===== config.mk =====
export PLATFORM = sky130hd
export DESIGN_NAME = gpf_regs
export DESIGN_NICKNAME = d
export VERILOG_FILES = /design/src/gpf_pkg.sv /design/src/gpf_inj_if.sv /design/src/gpf_err_inject.sv /design/src/gpf_regs.sv
export SDC_FILE = /design/constraint.sdc
export NUM_CORES = 1
export LEC_CHECK = 0
export BUFFER_PORTS_ARGS = -buffer_cell sky130_fd_sc_hd__buf_2
export CAP_MARGIN = 0
export CORE_AREA = 2 2 93 113
export DETAILED_ROUTE_END_ITERATION = 6
export DIE_AREA = 0 0 95 115
export PLACE_DENSITY = 0.7
export SYNTH_ARGS = -nofsm -noshare
export SYNTH_HDL_FRONTEND = slang
export SYNTH_HIERARCHICAL = 1
export SYNTH_SLANG_ARGS = --single-unit

===== constraint.sdc =====
create_clock -name core_clk -period 3.9 [get_ports core_clk]
set_clock_uncertainty 0.2 [all_clocks]
set_input_delay 0.78 -clock core_clk [delete_from_list [all_inputs] [get_ports core_clk]]
set_output_delay 0.78 -clock core_clk [all_outputs]
set_load 0.005 [all_outputs]

===== src/gpf_pkg.sv =====
// Constants shared by the pin, video filter and parity inject register block
// Overview of operation
// - Remote select bits route deserializer GPIO to pins
// - Output value drives pin when local and enabled
// - Upper enable bits turn pin drivers on
// - Lower enable bits let pin samples in
// - Pass-any bit forwards every long type
// - Compare enable forwards packets equal to value
// - Compare value frozen while compare enabled
// - YUV10 types pass at 100 MHz rate
// - Frame valid polarity inverts on config bit
// - Line valid polarity inverts on config bit
// - Six-bit compare value, upper bits reserved
// - Compare matches only for long type values
// - Trigger write injects counted parity errors
// - BIST entry injects counted errors automatically
// - Seven-bit inject count, resets to zero
package gpf_pkg;
  // ***************************************************************
  // Register offsets and widths
  // ***************************************************************
  localparam int REG_AW = 8;
  localparam int REG_DW = 8;
  localparam logic [7:0] OFF_LOCAL_PIN_SOURCE = 8'h0D;
  localparam logic [7:0] OFF_PIN_DIRECTION_ENABLES = 8'h0E;
  localparam logic [7:0] OFF_VIDEO_FILTER_CONFIG = 8'h10;
  localparam logic [7:0] OFF_VIDEO_FILTER_TYPE_VALUE = 8'h11;
  localparam logic [7:0] OFF_PARITY_ERROR_INJECT = 8'h13;
  // ***************************************************************
  // Field positions
  // ***************************************************************
  localparam int NPINS = 4;
  localparam int POS_REMOTE_SEL = 4;
  localparam int POS_OUT_VALUE = 0;
  localparam int POS_DRIVE_EN = 4;
  localparam int POS_SAMPLE_EN = 0;
  localparam int POS_PASS_ANY = 4;
  localparam int POS_CMP_EN = 3;
  localparam int POS_YUV10 = 2;
  localparam int POS_FV_INV = 1;
  localparam int POS_LV_INV = 0;
  localparam int TYPE_W = 6;
  localparam int POS_TRIGGER = 7;
  localparam int CNT_W = 7;
  // ***************************************************************
  // Reset values
  // ***************************************************************
  localparam logic [3:0] RST_REMOTE_SEL = 4'hF;
  localparam logic [3:0] RST_OUT_VALUE = 4'h0;
  localparam logic [3:0] RST_DRIVE_EN = 4'h0;
  localparam logic [3:0] RST_SAMPLE_EN = 4'hF;
  localparam logic [4:0] RST_FILTER_CFG = 5'h00;
  localparam logic [5:0] RST_TYPE_VALUE = 6'h00;
  localparam logic [6:0] RST_INJECT_CNT = 7'h00;
  // ***************************************************************
  // Data types and timing
  // ***************************************************************
  localparam logic [5:0] DT_YUV10_A = 6'h19;
  localparam logic [5:0] DT_YUV10_B = 6'h1D;
  localparam logic [5:0] DT_YUV10_C = 6'h1F;
  localparam int PIN_SYNC_STAGES = 3;
  localparam int READ_LATENCY = 1;

  // Long types have bit 5 or bit 4 set
  function automatic logic gpf_is_long(input logic [5:0] dt);
    gpf_is_long = dt[5] | dt[4];
  endfunction
endpackage


===== src/gpf_inj_if.sv =====
// Interface joining the register block to the parity error injector
`timescale 1ns/10ps
interface gpf_inj_if;
  logic start;
  logic [6:0] count;
  logic slot;
  logic err;
  logic done;
  modport ctl (output start, output count, output slot, input err, input done);
  modport inj (input start, input count, input slot, output err, output done);
endinterface


===== src/gpf_err_inject.sv =====
// Forward-channel parity error burst generator
`timescale 1ns/10ps
module gpf_err_inject (
  // Clock and synchronised reset
  input wire logic core_clk,
  input wire logic rst_n,
  // Control from the register block
  gpf_inj_if.inj inj
);
  import gpf_pkg::*;

  logic active_q;
  logic [CNT_W-1:0] left_q;
  logic err_q;
  logic done_q;

  // ***************************************************************
  // Burst counter
  // ***************************************************************
  // A new start reloads even mid-burst, so software always wins
  always_ff @(posedge core_clk or negedge rst_n) begin
    if (!rst_n) begin
      active_q <= 1'b0;
      left_q <= '0;
    end else if (inj.start) begin
      active_q <= 1'b1;
      left_q <= inj.count;
    end else if (active_q && left_q == '0) begin
      active_q <= 1'b0;
    end else if (active_q && inj.slot) begin
      left_q <= left_q - 1'b1;
    end
  end

  // One error per parity slot of the generator, one done pulse at the end
  always_ff @(posedge core_clk or negedge rst_n) begin
    if (!rst_n) begin
      err_q <= 1'b0;
      done_q <= 1'b0;
    end else begin
      err_q <= active_q && !inj.start && left_q != '0 && inj.slot;
      done_q <= active_q && !inj.start && left_q == '0;
    end
  end

  assign inj.err = err_q;
  assign inj.done = done_q;
endmodule


===== src/gpf_regs.sv =====
// Pin source, video type filter and parity inject register block
`timescale 1ns/10ps
module gpf_regs #(
  parameter int DATA_W = 16
) (
  // Clock and reset
  input wire logic core_clk,
  input wire logic nrst,
  // Control channel register access
  input wire logic [gpf_pkg::REG_AW-1:0] reg_addr,
  input wire logic reg_wr,
  input wire logic reg_rd,
  input wire logic [gpf_pkg::REG_DW-1:0] reg_wdata,
  output logic [gpf_pkg::REG_DW-1:0] reg_rdata,
  output logic reg_rvalid,
  // Pins
  input wire logic [gpf_pkg::NPINS-1:0] remote_gpio,
  input wire logic [gpf_pkg::NPINS-1:0] pin_i,
  output logic [gpf_pkg::NPINS-1:0] pin_o,
  output logic [gpf_pkg::NPINS-1:0] pin_oe,
  output logic [gpf_pkg::NPINS-1:0] pin_sample,
  // Rate and mode selects
  input wire logic rate_100m_select,
  input wire logic rate_75m_select,
  input wire logic bist_mode,
  // Incoming image packets
  input wire logic in_valid,
  input wire logic [gpf_pkg::TYPE_W-1:0] in_type,
  input wire logic [DATA_W-1:0] in_data,
  input wire logic in_frame_valid,
  input wire logic in_line_valid,
  // Filtered packets toward the serial link
  output logic out_valid,
  output logic [gpf_pkg::TYPE_W-1:0] out_type,
  output logic [DATA_W-1:0] out_data,
  output logic out_frame_valid,
  output logic out_line_valid,
  // Parity error injection
  input wire logic fc_parity_slot,
  output logic fc_parity_err
);
  import gpf_pkg::*;

  // Refuse packet widths the data path cannot carry
  if (DATA_W < 1 || DATA_W > 64) begin : g_bad_width
    $error("DATA_W out of range");
  end

  // ***************************************************************
  // Reset release
  // ***************************************************************
  logic rst_meta_q;
  logic rst_n;

  // Assert at once, release through two flops to avoid recovery races
  always_ff @(posedge core_clk or negedge nrst) begin
    if (!nrst) begin
      rst_meta_q <= 1'b0;
      rst_n <= 1'b0;
    end else begin
      rst_meta_q <= 1'b1;
      rst_n <= rst_meta_q;
    end
  end

  // ***************************************************************
  // Registers
  // ***************************************************************
  logic [3:0] remote_pin_select_q;
  logic [3:0] pin_output_value_q;
  logic [3:0] pin_drive_enable_q;
  logic [3:0] pin_sample_enable_q;
  logic pass_any_long_type_q;
  logic type_compare_enable_q;
  logic pass_yuv10_types_q;
  logic frame_valid_invert_q;
  logic line_valid_invert_q;
  logic [TYPE_W-1:0] compare_type_value_q;
  logic inject_parity_trigger_q;
  logic [CNT_W-1:0] inject_parity_count_q;
  logic bist_seen_q;
  logic start_d;
  logic start_q;
  gpf_inj_if inj ();

  logic wr_src;
  logic wr_dir;
  logic wr_cfg;
  logic wr_type;
  logic wr_inj;
  assign wr_src = reg_wr && reg_addr == OFF_LOCAL_PIN_SOURCE;
  assign wr_dir = reg_wr && reg_addr == OFF_PIN_DIRECTION_ENABLES;
  assign wr_cfg = reg_wr && reg_addr == OFF_VIDEO_FILTER_CONFIG;
  assign wr_type = reg_wr && reg_addr == OFF_VIDEO_FILTER_TYPE_VALUE;
  assign wr_inj = reg_wr && reg_addr == OFF_PARITY_ERROR_INJECT;

  // Pin source register
  always_ff @(posedge core_clk or negedge rst_n) begin
    if (!rst_n) begin
      remote_pin_select_q <= RST_REMOTE_SEL;
      pin_output_value_q <= RST_OUT_VALUE;
    end else if (wr_src) begin
      remote_pin_select_q <= reg_wdata[POS_REMOTE_SEL +: NPINS];
      pin_output_value_q <= reg_wdata[POS_OUT_VALUE +: NPINS];
    end
  end

  // Pin direction register
  always_ff @(posedge core_clk or negedge rst_n) begin
    if (!rst_n) begin
      pin_drive_enable_q <= RST_DRIVE_EN;
      pin_sample_enable_q <= RST_SAMPLE_EN;
    end else if (wr_dir) begin
      pin_drive_enable_q <= reg_wdata[POS_DRIVE_EN +: NPINS];
      pin_sample_enable_q <= reg_wdata[POS_SAMPLE_EN +: NPINS];
    end
  end

  // Filter configuration; bits 7:5 are reserved and not stored
  always_ff @(posedge core_clk or negedge rst_n) begin
    if (!rst_n) begin
      {pass_any_long_type_q, type_compare_enable_q, pass_yuv10_types_q,
       frame_valid_invert_q, line_valid_invert_q} <= RST_FILTER_CFG;
    end else if (wr_cfg) begin
      pass_any_long_type_q <= reg_wdata[POS_PASS_ANY];
      type_compare_enable_q <= reg_wdata[POS_CMP_EN];
      pass_yuv10_types_q <= reg_wdata[POS_YUV10];
      frame_valid_invert_q <= reg_wdata[POS_FV_INV];
      line_valid_invert_q <= reg_wdata[POS_LV_INV];
    end
  end

  // Compare value; locked so the match target cannot move under traffic
  always_ff @(posedge core_clk or negedge rst_n) begin
    if (!rst_n) begin
      compare_type_value_q <= RST_TYPE_VALUE;
    end else if (wr_type && !type_compare_enable_q) begin
      compare_type_value_q <= reg_wdata[TYPE_W-1:0];
    end
  end

  // Inject count field
  always_ff @(posedge core_clk or negedge rst_n) begin
    if (!rst_n) begin
      inject_parity_count_q <= RST_INJECT_CNT;
    end else if (wr_inj) begin
      inject_parity_count_q <= reg_wdata[CNT_W-1:0];
    end
  end

  // A burst starts on a trigger write or on BIST mode entry
  assign start_d = (wr_inj && reg_wdata[POS_TRIGGER])
                   || (bist_mode && !bist_seen_q);

  // Self-clearing trigger; a new start beats the done of the old burst
  always_ff @(posedge core_clk or negedge rst_n) begin
    if (!rst_n) begin
      inject_parity_trigger_q <= 1'b0;
      bist_seen_q <= 1'b0;
    end else begin
      bist_seen_q <= bist_mode;
      if (start_d) begin
        inject_parity_trigger_q <= 1'b1;
      end else if (inj.done && !start_q) begin
        inject_parity_trigger_q <= 1'b0;
      end
    end
  end

  // ***************************************************************
  // Parity error injector
  // ***************************************************************
  // Start is registered so the count written in the same cycle is used
  always_ff @(posedge core_clk or negedge rst_n) begin
    if (!rst_n) begin
      start_q <= 1'b0;
    end else begin
      start_q <= start_d;
    end
  end

  assign inj.start = start_q;
  assign inj.count = inject_parity_count_q;
  assign inj.slot = fc_parity_slot;
  assign fc_parity_err = inj.err;

  gpf_err_inject u_inject (
    .core_clk(core_clk),
    .rst_n(rst_n),
    .inj(inj)
  );

  // ***************************************************************
  // Register read back
  // ***************************************************************
  logic [REG_DW-1:0] rd_mux;

  // Unmapped and reserved bits read as zero
  always_comb begin
    rd_mux = '0;
    unique case (reg_addr)
      OFF_LOCAL_PIN_SOURCE: rd_mux = {remote_pin_select_q, pin_output_value_q};
      OFF_PIN_DIRECTION_ENABLES: rd_mux = {pin_drive_enable_q, pin_sample_enable_q};
      OFF_VIDEO_FILTER_CONFIG: rd_mux = {3'h0, pass_any_long_type_q,
        type_compare_enable_q, pass_yuv10_types_q, frame_valid_invert_q,
        line_valid_invert_q};
      OFF_VIDEO_FILTER_TYPE_VALUE: rd_mux = {2'h0, compare_type_value_q};
      OFF_PARITY_ERROR_INJECT: rd_mux = {inject_parity_trigger_q, inject_parity_count_q};
      default: rd_mux = '0;
    endcase
  end

  always_ff @(posedge core_clk or negedge rst_n) begin
    if (!rst_n) begin
      reg_rdata <= '0;
      reg_rvalid <= 1'b0;
    end else begin
      reg_rvalid <= reg_rd;
      if (reg_rd) begin
        reg_rdata <= rd_mux;
      end
    end
  end

  // ***************************************************************
  // Pins
  // ***************************************************************
  logic [NPINS-1:0] sync1_q;
  logic [NPINS-1:0] sync2_q;
  logic [NPINS-1:0] sync3_q;
  logic [NPINS-1:0] pin_stable_q;

  // Three-stage capture; a bit counts only once stages two and three agree
  always_ff @(posedge core_clk or negedge rst_n) begin
    if (!rst_n) begin
      sync1_q <= '0;
      sync2_q <= '0;
      sync3_q <= '0;
      pin_stable_q <= '0;
    end else begin
      sync1_q <= pin_i;
      sync2_q <= sync1_q;
      sync3_q <= sync2_q;
      pin_stable_q <= (sync2_q & ~(sync2_q ^ sync3_q)) | (pin_stable_q & (sync2_q ^ sync3_q));
    end
  end

  // Remote data takes the pin over the local value, per bit
  always_ff @(posedge core_clk or negedge rst_n) begin
    if (!rst_n) begin
      pin_o <= '0;
      pin_oe <= '0;
      pin_sample <= '0;
    end else begin
      pin_o <= (remote_pin_select_q & remote_gpio)
               | (~remote_pin_select_q & pin_drive_enable_q & pin_output_value_q);
      pin_oe <= pin_drive_enable_q | remote_pin_select_q;
      pin_sample <= pin_stable_q & pin_sample_enable_q;
    end
  end

  // ***************************************************************
  // Video type filter
  // ***************************************************************
  logic pass_any;
  logic pass_cmp;
  logic pass_yuv;
  assign pass_any = pass_any_long_type_q && gpf_is_long(in_type);
  assign pass_cmp = type_compare_enable_q && gpf_is_long(compare_type_value_q)
                    && in_type == compare_type_value_q;
  assign pass_yuv = pass_yuv10_types_q && rate_100m_select
                    && (in_type == DT_YUV10_A || in_type == DT_YUV10_B
                        || in_type == DT_YUV10_C);

  // One register stage; the 75 MHz select never blocks a compare match
  always_ff @(posedge core_clk or negedge rst_n) begin
    if (!rst_n) begin
      out_valid <= 1'b0;
      out_type <= '0;
      out_data <= '0;
      out_frame_valid <= 1'b0;
      out_line_valid <= 1'b0;
    end else begin
      out_valid <= in_valid && (pass_any || pass_cmp || pass_yuv);
      out_type <= in_type;
      out_data <= in_data;
      out_frame_valid <= in_frame_valid ^ frame_valid_invert_q;
      out_line_valid <= in_line_valid ^ line_valid_invert_q;
    end
  end
endmodule


==> run_results.csv, run 1 <==
group,metric,value,unit
detailed_routing,firstDrtPassIters,4,
die,die_width,95,um
layout,antenna_cells,0,
synthesis,syn-num-nets,380,
synthesis,synth_area_per_cell,13.5,um^2
worst_setup_path,critPathMaxFanout,11,
timing,slew_headroom,0.254,
place,port_buffers,102,
worst_setup_path,path_class,"in -> reg",
synthesis,synthMuxAreaShare,0.107,
worst_setup_path,cp_data_arrival_time,2.73,ns
worst_setup_path,worstReg2RegEnd,"u_inject/left_q[3]",
clock_tree,root_buffer,"clkbuf_16",
worst_hold_path,hold_class,"reg -> reg",
timing,fin_crit_sh,0.694,
worst_setup_path,startpoint_type,"input port",
synthesis,ys_ff_latch,111,
worst_hold_path,hold_start,"sync1_q[0]",
worst_hold_path,hold-path-endpoint,"sync2_q[0]",
timing,achievable-frequency,369,MHz
synthesis,synth.distinct_cells,55,
power,power_density,487,nW/um^2
synthesis,async_flop_share,1.00,
synthesis,synth_xor_xnor_area_share,0.0202,
timing,setup_tns,0,ns
clock_tree,cts_tree,"done",
global_route,grt_start_max_net_pins,90,
synthesis,synth_compound_area_frac,0.0788,
detailed_routing,wirelength,8.84,mm
synthesis,synth-adder-area-share,0.0150,
detailed_routing,ant_nets,0,
synthesis,netlist.area_leader.share,0.595,
die,core_area,9860,um^2
layout,multi_input_area,1450,um^2
detailed_routing,via_per_inst,5.06,
worst_setup_path,timing.rr.start,"u_inject/left_q[0]",
synthesis,synth_area_leaders,"dfrtp_1, mux2_2, dfstp_2",
place,dp_slack,0.840,ns
synthesis,netlist_area,4330,um^2
detailed_routing,wl_per_cell,15.8,um
clock_tree,cts_sinks,111,
synthesis,synth_cells,321,
worst_setup_path,end_kind,"register",
clock_tree,post_cts_resized,0,
clock_tree,clock_path_buffers,2,
synthesis,synth_simple_gate_area_share,0.112,
timing,tightest_slew,1.12,ns
timing,slew_viol_final,0,
die,dieArea,10900,um^2
synthesis,yosysTopAreaCell,"dfrtp_1",
detailed_routing,drc_errors,0,
synthesis,synthFlopType,"dfrtp_1",
layout,drive_gt1_frac,0.400,
power,total_power,2.56,mW
detailed_routing,first_iter_violations,101,
die,io_pins,104,
synthesis,synth_edf_count,0,
synthesis,synth_top_family_by_area,"simple AND/OR/NAND/NOR gates",
worst_setup_path,required,3.93,ns
timing,fin_crit,2.71,ns
outcome,status,"completed",
timing,rsz0062_at_grt,"no",
timing,finalHoldViolations,0,
power,p_leak,2.58,nW
run,cap_violations,0,
global_route,antenna_found_initial,0,
layout,fillerInstances,864,
timing,finalSetupViolations,0,
die,fp.dieH,115,um
layout,final_cell_mix,"dfrtp_1, buf_2, mux2_2",
worst_hold_path,hold_depth,0,
place,gp_congestion,0.857,
power,ir_drop,0.252,mV
global_route,grt.total_usage,0.175,
place,hpwl,6.31,mm
global_route,grt_pass1_vias,2871,
timing,setup_ws,1.19,ns
global_route,grt_overflow,0,
clock_tree,tritoncts.num_buffers,9,
synthesis,yosysWarnings,6,
die,rows,40,
clock_tree,clock_latency,0.34,ns
synthesis,yosysSeqAreaShare,0.643,
global_route,grt_pass1_wl,14.4,mm
die,start_util,0.440,
detailed_routing,vias,2823,
layout,area_growth,21.2,%
worst_setup_path,r2r_slack,1.96,ns
worst_setup_path,reg2regPathDepth,6,
clock_tree,cts_max_level,3,
layout,final_nets,486,
layout,register_area,2790,um^2
clock_tree,clk_pin_slew,0.07,ns
worst max-delay path, stage by stage:
cell	delay, ns
buf_2	0.10
or3_1	0.59
nor2_1	0.18
buf_4	0.20
and3_1	0.49
mux2_2	0.39
layer usage:
| metal | part of all wire | track usage |
|---|---|---|
| met2 | 0.51 | 0.286 |
| met1 | 0.42 | 0.227 |
| met3 | 0.053 | 0.0485 |
| met5 | 0 | 0 |
| met4 | 0.015 | 0.0551 |
cell families after synthesis:
kind of cell,after synthesis
xor+xnor,10
other cells,1
mux,40
buf+inv,21
fa+ha+maj,6
compound gates,49
simple gates,83
flops,111
stage by stage:
step,instance area (um^2),utilization,hold slack [ns],std cells
after floorplan,4330,-,0.131,321
after global placement,4970,0.504,0.132,541
after detailed placement,4970,0.504,0.136,541
after CTS,5250,0.533,0.153,558
after global routing,5250,0.533,0.159,558
final,5250,0.533,0.152,558
flip-flops by register name, indices dropped and copies added (netlist names), 4 cells and up, named ones only:
name                  count
sync1_q                   4
u_inject/left_q           7
sync3_q                   4
pin_drive_enable_q        4
reg_rdata                 8
compare_type_value_q      6
sync2_q                   4
pin_output_value_q        4
out_data                 16
out_type                  6
remote_pin_select_q       4
pin_o                     4
pin_sample                4
inj.count                 7
pin_oe                    4
pin_sample_enable_q       4
what timing repair did:
action,in CTS,in global routing
hold buffers,1,0
endpoints found under the hold margin,2,0
setup buffers,0,0
cells in the mapped netlist (all sizes together) (3+ instances only):
cell	number
and2	4
a211oi	3
dfrtp	103
a21oi	6
nand2	26
xnor2	3
mux2i	5
o21ai	12
maj3	4
inv	10
clkbuf	4
dfstp	8
nor2	17
nand4	3
mux2	35
o22ai	4
nand3	3
or2	4
xor2	7
a31oi	6
a22o	5
buf	7
nor3	7
nor2b	4
a221oi	5
layout make-up:
class,count,share of cell area
Clock inverter,5,0.00810
Tap cell,126,0.0300
Clock buffer,11,0.0443
Sequential cell,111,0.531
Timing Repair Buffer,106,0.103
Inverter,10,0.00715
Multi-Input combinational cell,189,0.276
how the worst max path moves through the flow:
stage	start	to	slack, ns	depth (start not counted)
4_1_cts	reg_addr[5]	pin_drive_enable_q[1]	1.18	6
5_1_grt	reg_addr[5]	pin_drive_enable_q[1]	1.08	6
3_5_place_dp	reg_addr[5]	pin_drive_enable_q[1]	0.84	6
6_report	reg_addr[5]	pin_drive_enable_q[1]	1.19	6
3_3_place_gp	reg_addr[5]	pin_drive_enable_q[2]	0.87	6
2_1_floorplan	rst_n	asynchronous set/reset pin	0.39	0
power breakdown:
| part | internal, mW | switching [mW] |
|---|---|---|
| sequential | 1.26 | 0.0974 |
| clock | 0.441 | 0.412 |
| combinational | 0.174 | 0.177 |
| total | 1.87 | 0.687 |
(Power assumes the default switching activity.)
==> run 2, diff against run 1 <==
--- a/config.mk
+++ b/config.mk
@@ -10,7 +10,7 @@
 export CORE_AREA = 2 2 93 113
 export DETAILED_ROUTE_END_ITERATION = 6
 export DIE_AREA = 0 0 95 115
-export PLACE_DENSITY = 0.7
+export PLACE_DENSITY = 0.72
 export SYNTH_ARGS = -nofsm -noshare
 export SYNTH_HDL_FRONTEND = slang
 export SYNTH_HIERARCHICAL = 1
==> constraint.sdc (replaced) <==
create_clock -name core_clk -period 2.4 [get_ports core_clk]
set_clock_uncertainty 0.2 [all_clocks]
set_input_delay 0.48 -clock core_clk [delete_from_list [all_inputs] [get_ports core_clk]]
set_output_delay 0.48 -clock core_clk [all_outputs]
set_load 0.005 [all_outputs]
==> run_results.csv, run 2 (same netlist as run 1, synthesis figures left out) <==
group,metric,value,unit
outcome,status,"completed",
detailed_routing,firstDrtPassIters,4,
detailed_routing,wl_per_cell,16.1,um
global_route,grt.total_usage,0.179,
worst_setup_path,max_stage_delay,0.51,ns
global_route,grt_pass1_vias,2964,
worst_setup_path,critPathMaxFanout,6,
detailed_routing,vias,2895,
worst_setup_path,cp_cell_sequence,"buf_2, or3_1, buf_4, nor3_4, nand2_4, mux2_4",
global_route,grt_overflow,0,
timing,setup_ws,0.406,ns
timing,finalSetupViolations,0,
clock_tree,clk_pin_slew,0.07,ns
place,dp_slack,0.0620,ns
worst_setup_path,path_class,"in -> reg",
timing,fin_crit_sh,0.831,
clock_tree,root_buffer,"clkbuf_16",
worst_hold_path,hold_class,"in -> reg",
place,gp_congestion,0.878,
run,cap_violations,0,
clock_tree,cts_tree,"done",
worst_setup_path,cpMaxStageDelayCell,"or3_1",
clock_tree,cts_sinks,111,
timing,achievable-frequency,502,MHz
layout,regMostFlops,"out_data",
die,start_util,0.440,
clock_tree,post_cts_resized,0,
timing,rsz0062_at_grt,"no",
power,p_leak,2.66,nW
place,postPlaceCellArea,5050,um^2
layout,stdcell_area,5370,um^2
layout,area_growth,23.9,%
power,power_density,799,nW/um^2
timing,slew_headroom,0.649,
worst_setup_path,startpoint_type,"input port",
die,die_width,95,um
power,ir_drop,0.379,mV
worst_setup_path,required,2.43,ns
clock_tree,clock_path_buffers,2,
die,rows,40,
global_route,grt_pass1_wl,14.7,mm
timing,setup_tns,0,ns
layout,final_nets,496,
detailed_routing,via_per_inst,5.10,
layout,drive_gt1_frac,0.419,
worst_setup_path,cp_data_arrival_time,2.02,ns
layout,fillerInstances,865,
timing,finalHoldViolations,0,
global_route,antenna_found_initial,0,
detailed_routing,first_iter_violations,134,
clock_tree,clock_latency,0.34,ns
clock_tree,tritoncts.num_buffers,9,
die,dieArea,10900,um^2
die,core_area,9860,um^2
place,port_buffers,102,
timing,fin_crit,1.99,ns
layout,final_cell_mix,"dfrtp_1, buf_2, mux2_2",
worst_setup_path,end_kind,"register",
timing,slew_viol_final,0,
layout,reg_top3,"out_data: 16 flops, reg_rdata: 8 flops",
detailed_routing,ant_nets,0,
die,io_pins,104,
global_route,grt_start_max_net_pins,72,
layout,largest_reg_flops,16,
detailed_routing,wirelength,9.12,mm
timing,tightest_slew,0.527,ns
detailed_routing,drc_errors,0,
place,hpwl,6.73,mm
die,fp.dieH,115,um
layout,antenna_cells,0,
clock_tree,cts_max_level,3,
run 2: changes by cell type in the layout (fill, tap and decap cells not counted), sizes merged:
cell      previous run  this run
buf                105       115
clkinv               0         3
clkinvlp             3         0
bufinv               0         1
clkbuf              11        10
run 2: cell type report:
cell class                      instances  area [um^2]  area share
Timing Repair Buffer                  116          631       0.117
Multi-Input combinational cell        189         1450       0.270
Clock inverter                          6         66.3      0.0123
Clock buffer                           10          239      0.0445
Sequential cell                       111         2790       0.520
Inverter                               10         37.5     0.00699
Tap cell                              126          158      0.0294
run 2: timing repair:
action | in CTS | in global routing
endpoints found under the hold margin | 2 | 0
setup buffers | 0 | 0
hold buffers | 1 | 0
run 2: critical path, delay by kind of cell:
family | cells | cell delay [ns]
AND/OR/NAND/NOR | 3 | 0.90
multiplexers | 1 | 0.31
buffers and inverters | 2 | 0.32
run 2: power breakdown:
part           internal (mW)  switching [mW]
sequential              2.04           0.134
combinational          0.290           0.323
clock                  0.843           0.659
run 2: path summary, 6_finish.rpt:
kind | cells after the start | start | slack [ns] | endpoint
max in group asynchronous | 1 | rst_n | 1.44 | remote_pin_select_q[3]
min in group asynchronous | 1 | rst_n | 0.13 | asynchronous set/reset pin
hold / removal | 1 | in_data[5] | 0.04 | out_data[5]
setup reg to reg | 6 | u_inject/left_q[0] | 0.44 | u_inject/left_q[3]
setup / recovery | 6 | reg_addr[5] | 0.41 | line_valid_invert_q
hold reg to reg | 1 | rst_n | 0.13 | asynchronous set/reset pin
run 2: per-stage QoR:
stage	std cells	total power, mW	utilization	hold WS, ns
after CTS	568	4.35	0.545	0.0212
final	568	4.29	0.545	0.0369
after floorplan	321	2.59	-	-0.0156
after detailed placement	551	2.83	0.513	0.0688
after global placement	551	2.79	0.513	0.0652
after global routing	568	4.54	0.545	0.0220
run 2: layer usage:
| metal | routed length (um) | track usage | share of wire |
|---|---|---|---|
| met3 | 538 | 0.0426 | 0.059 |
| met4 | 200 | 0.0725 | 0.022 |
| met1 | 3680 | 0.221 | 0.40 |
| met5 | 0 | 0 | 0 |
| met2 | 4700 | 0.303 | 0.51 |
==> run 3, diff against run 2 <==
--- a/config.mk
+++ b/config.mk
@@ -10,7 +10,7 @@
 export CORE_AREA = 2 2 93 113
 export DETAILED_ROUTE_END_ITERATION = 6
 export DIE_AREA = 0 0 95 115
-export PLACE_DENSITY = 0.72
+export PLACE_DENSITY = 0.7
 export SYNTH_ARGS = -nofsm -noshare
 export SYNTH_HDL_FRONTEND = slang
 export SYNTH_HIERARCHICAL = 1
==> constraint.sdc (replaced) <==
create_clock -name core_clk -period 2 [get_ports core_clk]
set_clock_uncertainty 0.2 [all_clocks]
set_input_delay 0.4 -clock core_clk [delete_from_list [all_inputs] [get_ports core_clk]]
set_output_delay 0.4 -clock core_clk [all_outputs]
set_load 0.005 [all_outputs]
==> run_results.csv, run 3 (same netlist as run 1, synthesis figures left out) <==
group,metric,value,unit
layout,largest_reg_flops,16,
detailed_routing,firstDrtPassIters,4,
clock_tree,root_buffer,"clkbuf_16",
detailed_routing,via_per_inst,5.01,
timing,rsz0062_at_grt,"no",
place,port_buffers,102,
die,rows,40,
worst_setup_path,path_class,"in -> reg",
power,p_leak,2.79,nW
timing,slew_headroom,0.664,
place,postPlaceCellArea,5120,um^2
layout,area_growth,30.9,%
clock_tree,clock_latency,0.34,ns
layout,antenna_cells,0,
die,fp.dieH,115,um
global_route,grt_start_max_net_pins,39,
timing,finalHoldViolations,0,
place,gp_congestion,0.881,
layout,final_nets,530,
worst_setup_path,cp_cell_sequence,"buf_2, or3_1, buf_4, nor3_4, nand2_4, mux2_1",
detailed_routing,drc_errors,0,
place,place_inst,560,
timing,whs,0.0167,ns
power,power_density,901,nW/um^2
detailed_routing,vias,3014,
die,core_area,9860,um^2
worst_setup_path,required,2.03,ns
timing,fin_crit,1.85,ns
worst_setup_path,max_stage_delay,0.46,ns
die,start_util,0.440,
layout,fillerInstances,837,
layout,register_area,2790,um^2
clock_tree,clock_path_buffers,2,
worst_setup_path,startpoint_type,"input port",
timing,fin_crit_sh,0.927,
detailed_routing,wl_per_cell,15.3,um
layout,reg_top3,"out_data: 16 flops, reg_rdata: 8 flops",
clock_tree,cts_sinks,111,
detailed_routing,wirelength,9.24,mm
timing,slew_viol_final,0,
place,hpwl,6.69,mm
die,dieArea,10900,um^2
timing,tightest_slew,0.503,ns
detailed_routing,ant_nets,0,
layout,final_cell_mix,"dfrtp_1, buf_2, mux2_2",
worst_setup_path,cp_data_arrival_time,1.88,ns
clock_tree,cts_tree,"done",
die,io_pins,104,
global_route,antenna_found_initial,0,
global_route,grt_pass1_wl,15.1,mm
run,cap_violations,0,
clock_tree,clk_pin_slew,0.08,ns
worst_setup_path,critPathMaxFanout,8,
layout,stdcell_area,5670,um^2
detailed_routing,first_iter_violations,121,
layout,drive_gt1_frac,0.410,
timing,finalSetupViolations,0,
clock_tree,cts_max_level,3,
outcome,status,"completed",
power,ir_drop,0.500,mV
layout,multi_input_area,1460,um^2
worst_setup_path,end_kind,"register",
worst_hold_path,hold_class,"in -> reg",
worst_setup_path,cpMaxStageDelayCell,"or3_1",
global_route,grt_pass1_vias,3103,
clock_tree,tritoncts.num_buffers,9,
layout,stdcell_count,602,
layout,regMostFlops,"out_data",
global_route,grt.total_usage,0.183,
global_route,grt_overflow,0,
die,die_width,95,um
timing,achievable-frequency,539,MHz
==> run 3: worst paths after layout <==
check | from | to | slack [ns] | cells after the start
min reg2reg | rst_n | inj.count[1] | 0.08 | 0
max in group asynchronous | rst_n | pin_o[3] | 0.83 | 1
min in group asynchronous | rst_n | inj.count[1] | 0.08 | 0
min | in_type[4] | out_type[4] | 0.02 | 1
max | reg_addr[5] | inj.count[6] | 0.15 | 6
max reg2reg | u_inject/left_q[0] | u_inject/left_q[3] | 0.16 | 6
==> run 3: cell type report <==
class | instances | share of cell area
Inverter | 10 | 0.00662
Timing Repair Buffer | 150 | 0.167
Multi-Input combinational cell | 189 | 0.256
Clock inverter | 6 | 0.00970
Tap cell | 126 | 0.0278
Sequential cell | 111 | 0.492
Clock buffer | 10 | 0.0404
==> run 3: through the flow <==
stage	power, mW	TNS (ns)	setup WS, ns	utilization
final	5.11	0	0.145	0.576
after detailed placement	3.39	-4.82	-0.208	0.520
after CTS	5.15	0	0.0557	0.575
after global placement	3.35	-4.08	-0.202	0.520
after floorplan	3.11	0	0.00135	-
after global routing	5.38	0	0.0521	0.576
==> run 3: timing repair <==
action                     CTS  global route
hold buffers                26             0
hold endpoints to repair    27             0
resized for setup            0             2
setup buffers                0             0
setup endpoints to repair    0             2
==> run 3: power by group <==
part	total, mW	internal [mW]	switching, mW
clock network	1.70	0.868	0.836
logic	0.784	0.394	0.390
registers	2.62	2.45	0.171
total	5.11	3.71	1.40
==> run 3: layer usage <==
layer  up-vias  track usage  routed length [um]
met2        85        0.314                4820
met5         -            0                   0
met1      1488        0.223                3790
li1       1425            -                   -
met4         0       0.0686                 198
met3        16       0.0452                 431
==> run 3: worst max-delay path: cells and delay by family <==
kind | cells | cell delay, ns
AND/OR/NAND/NOR | 3 | 0.84
buffers and inverters | 2 | 0.30
multiplexers | 1 | 0.34
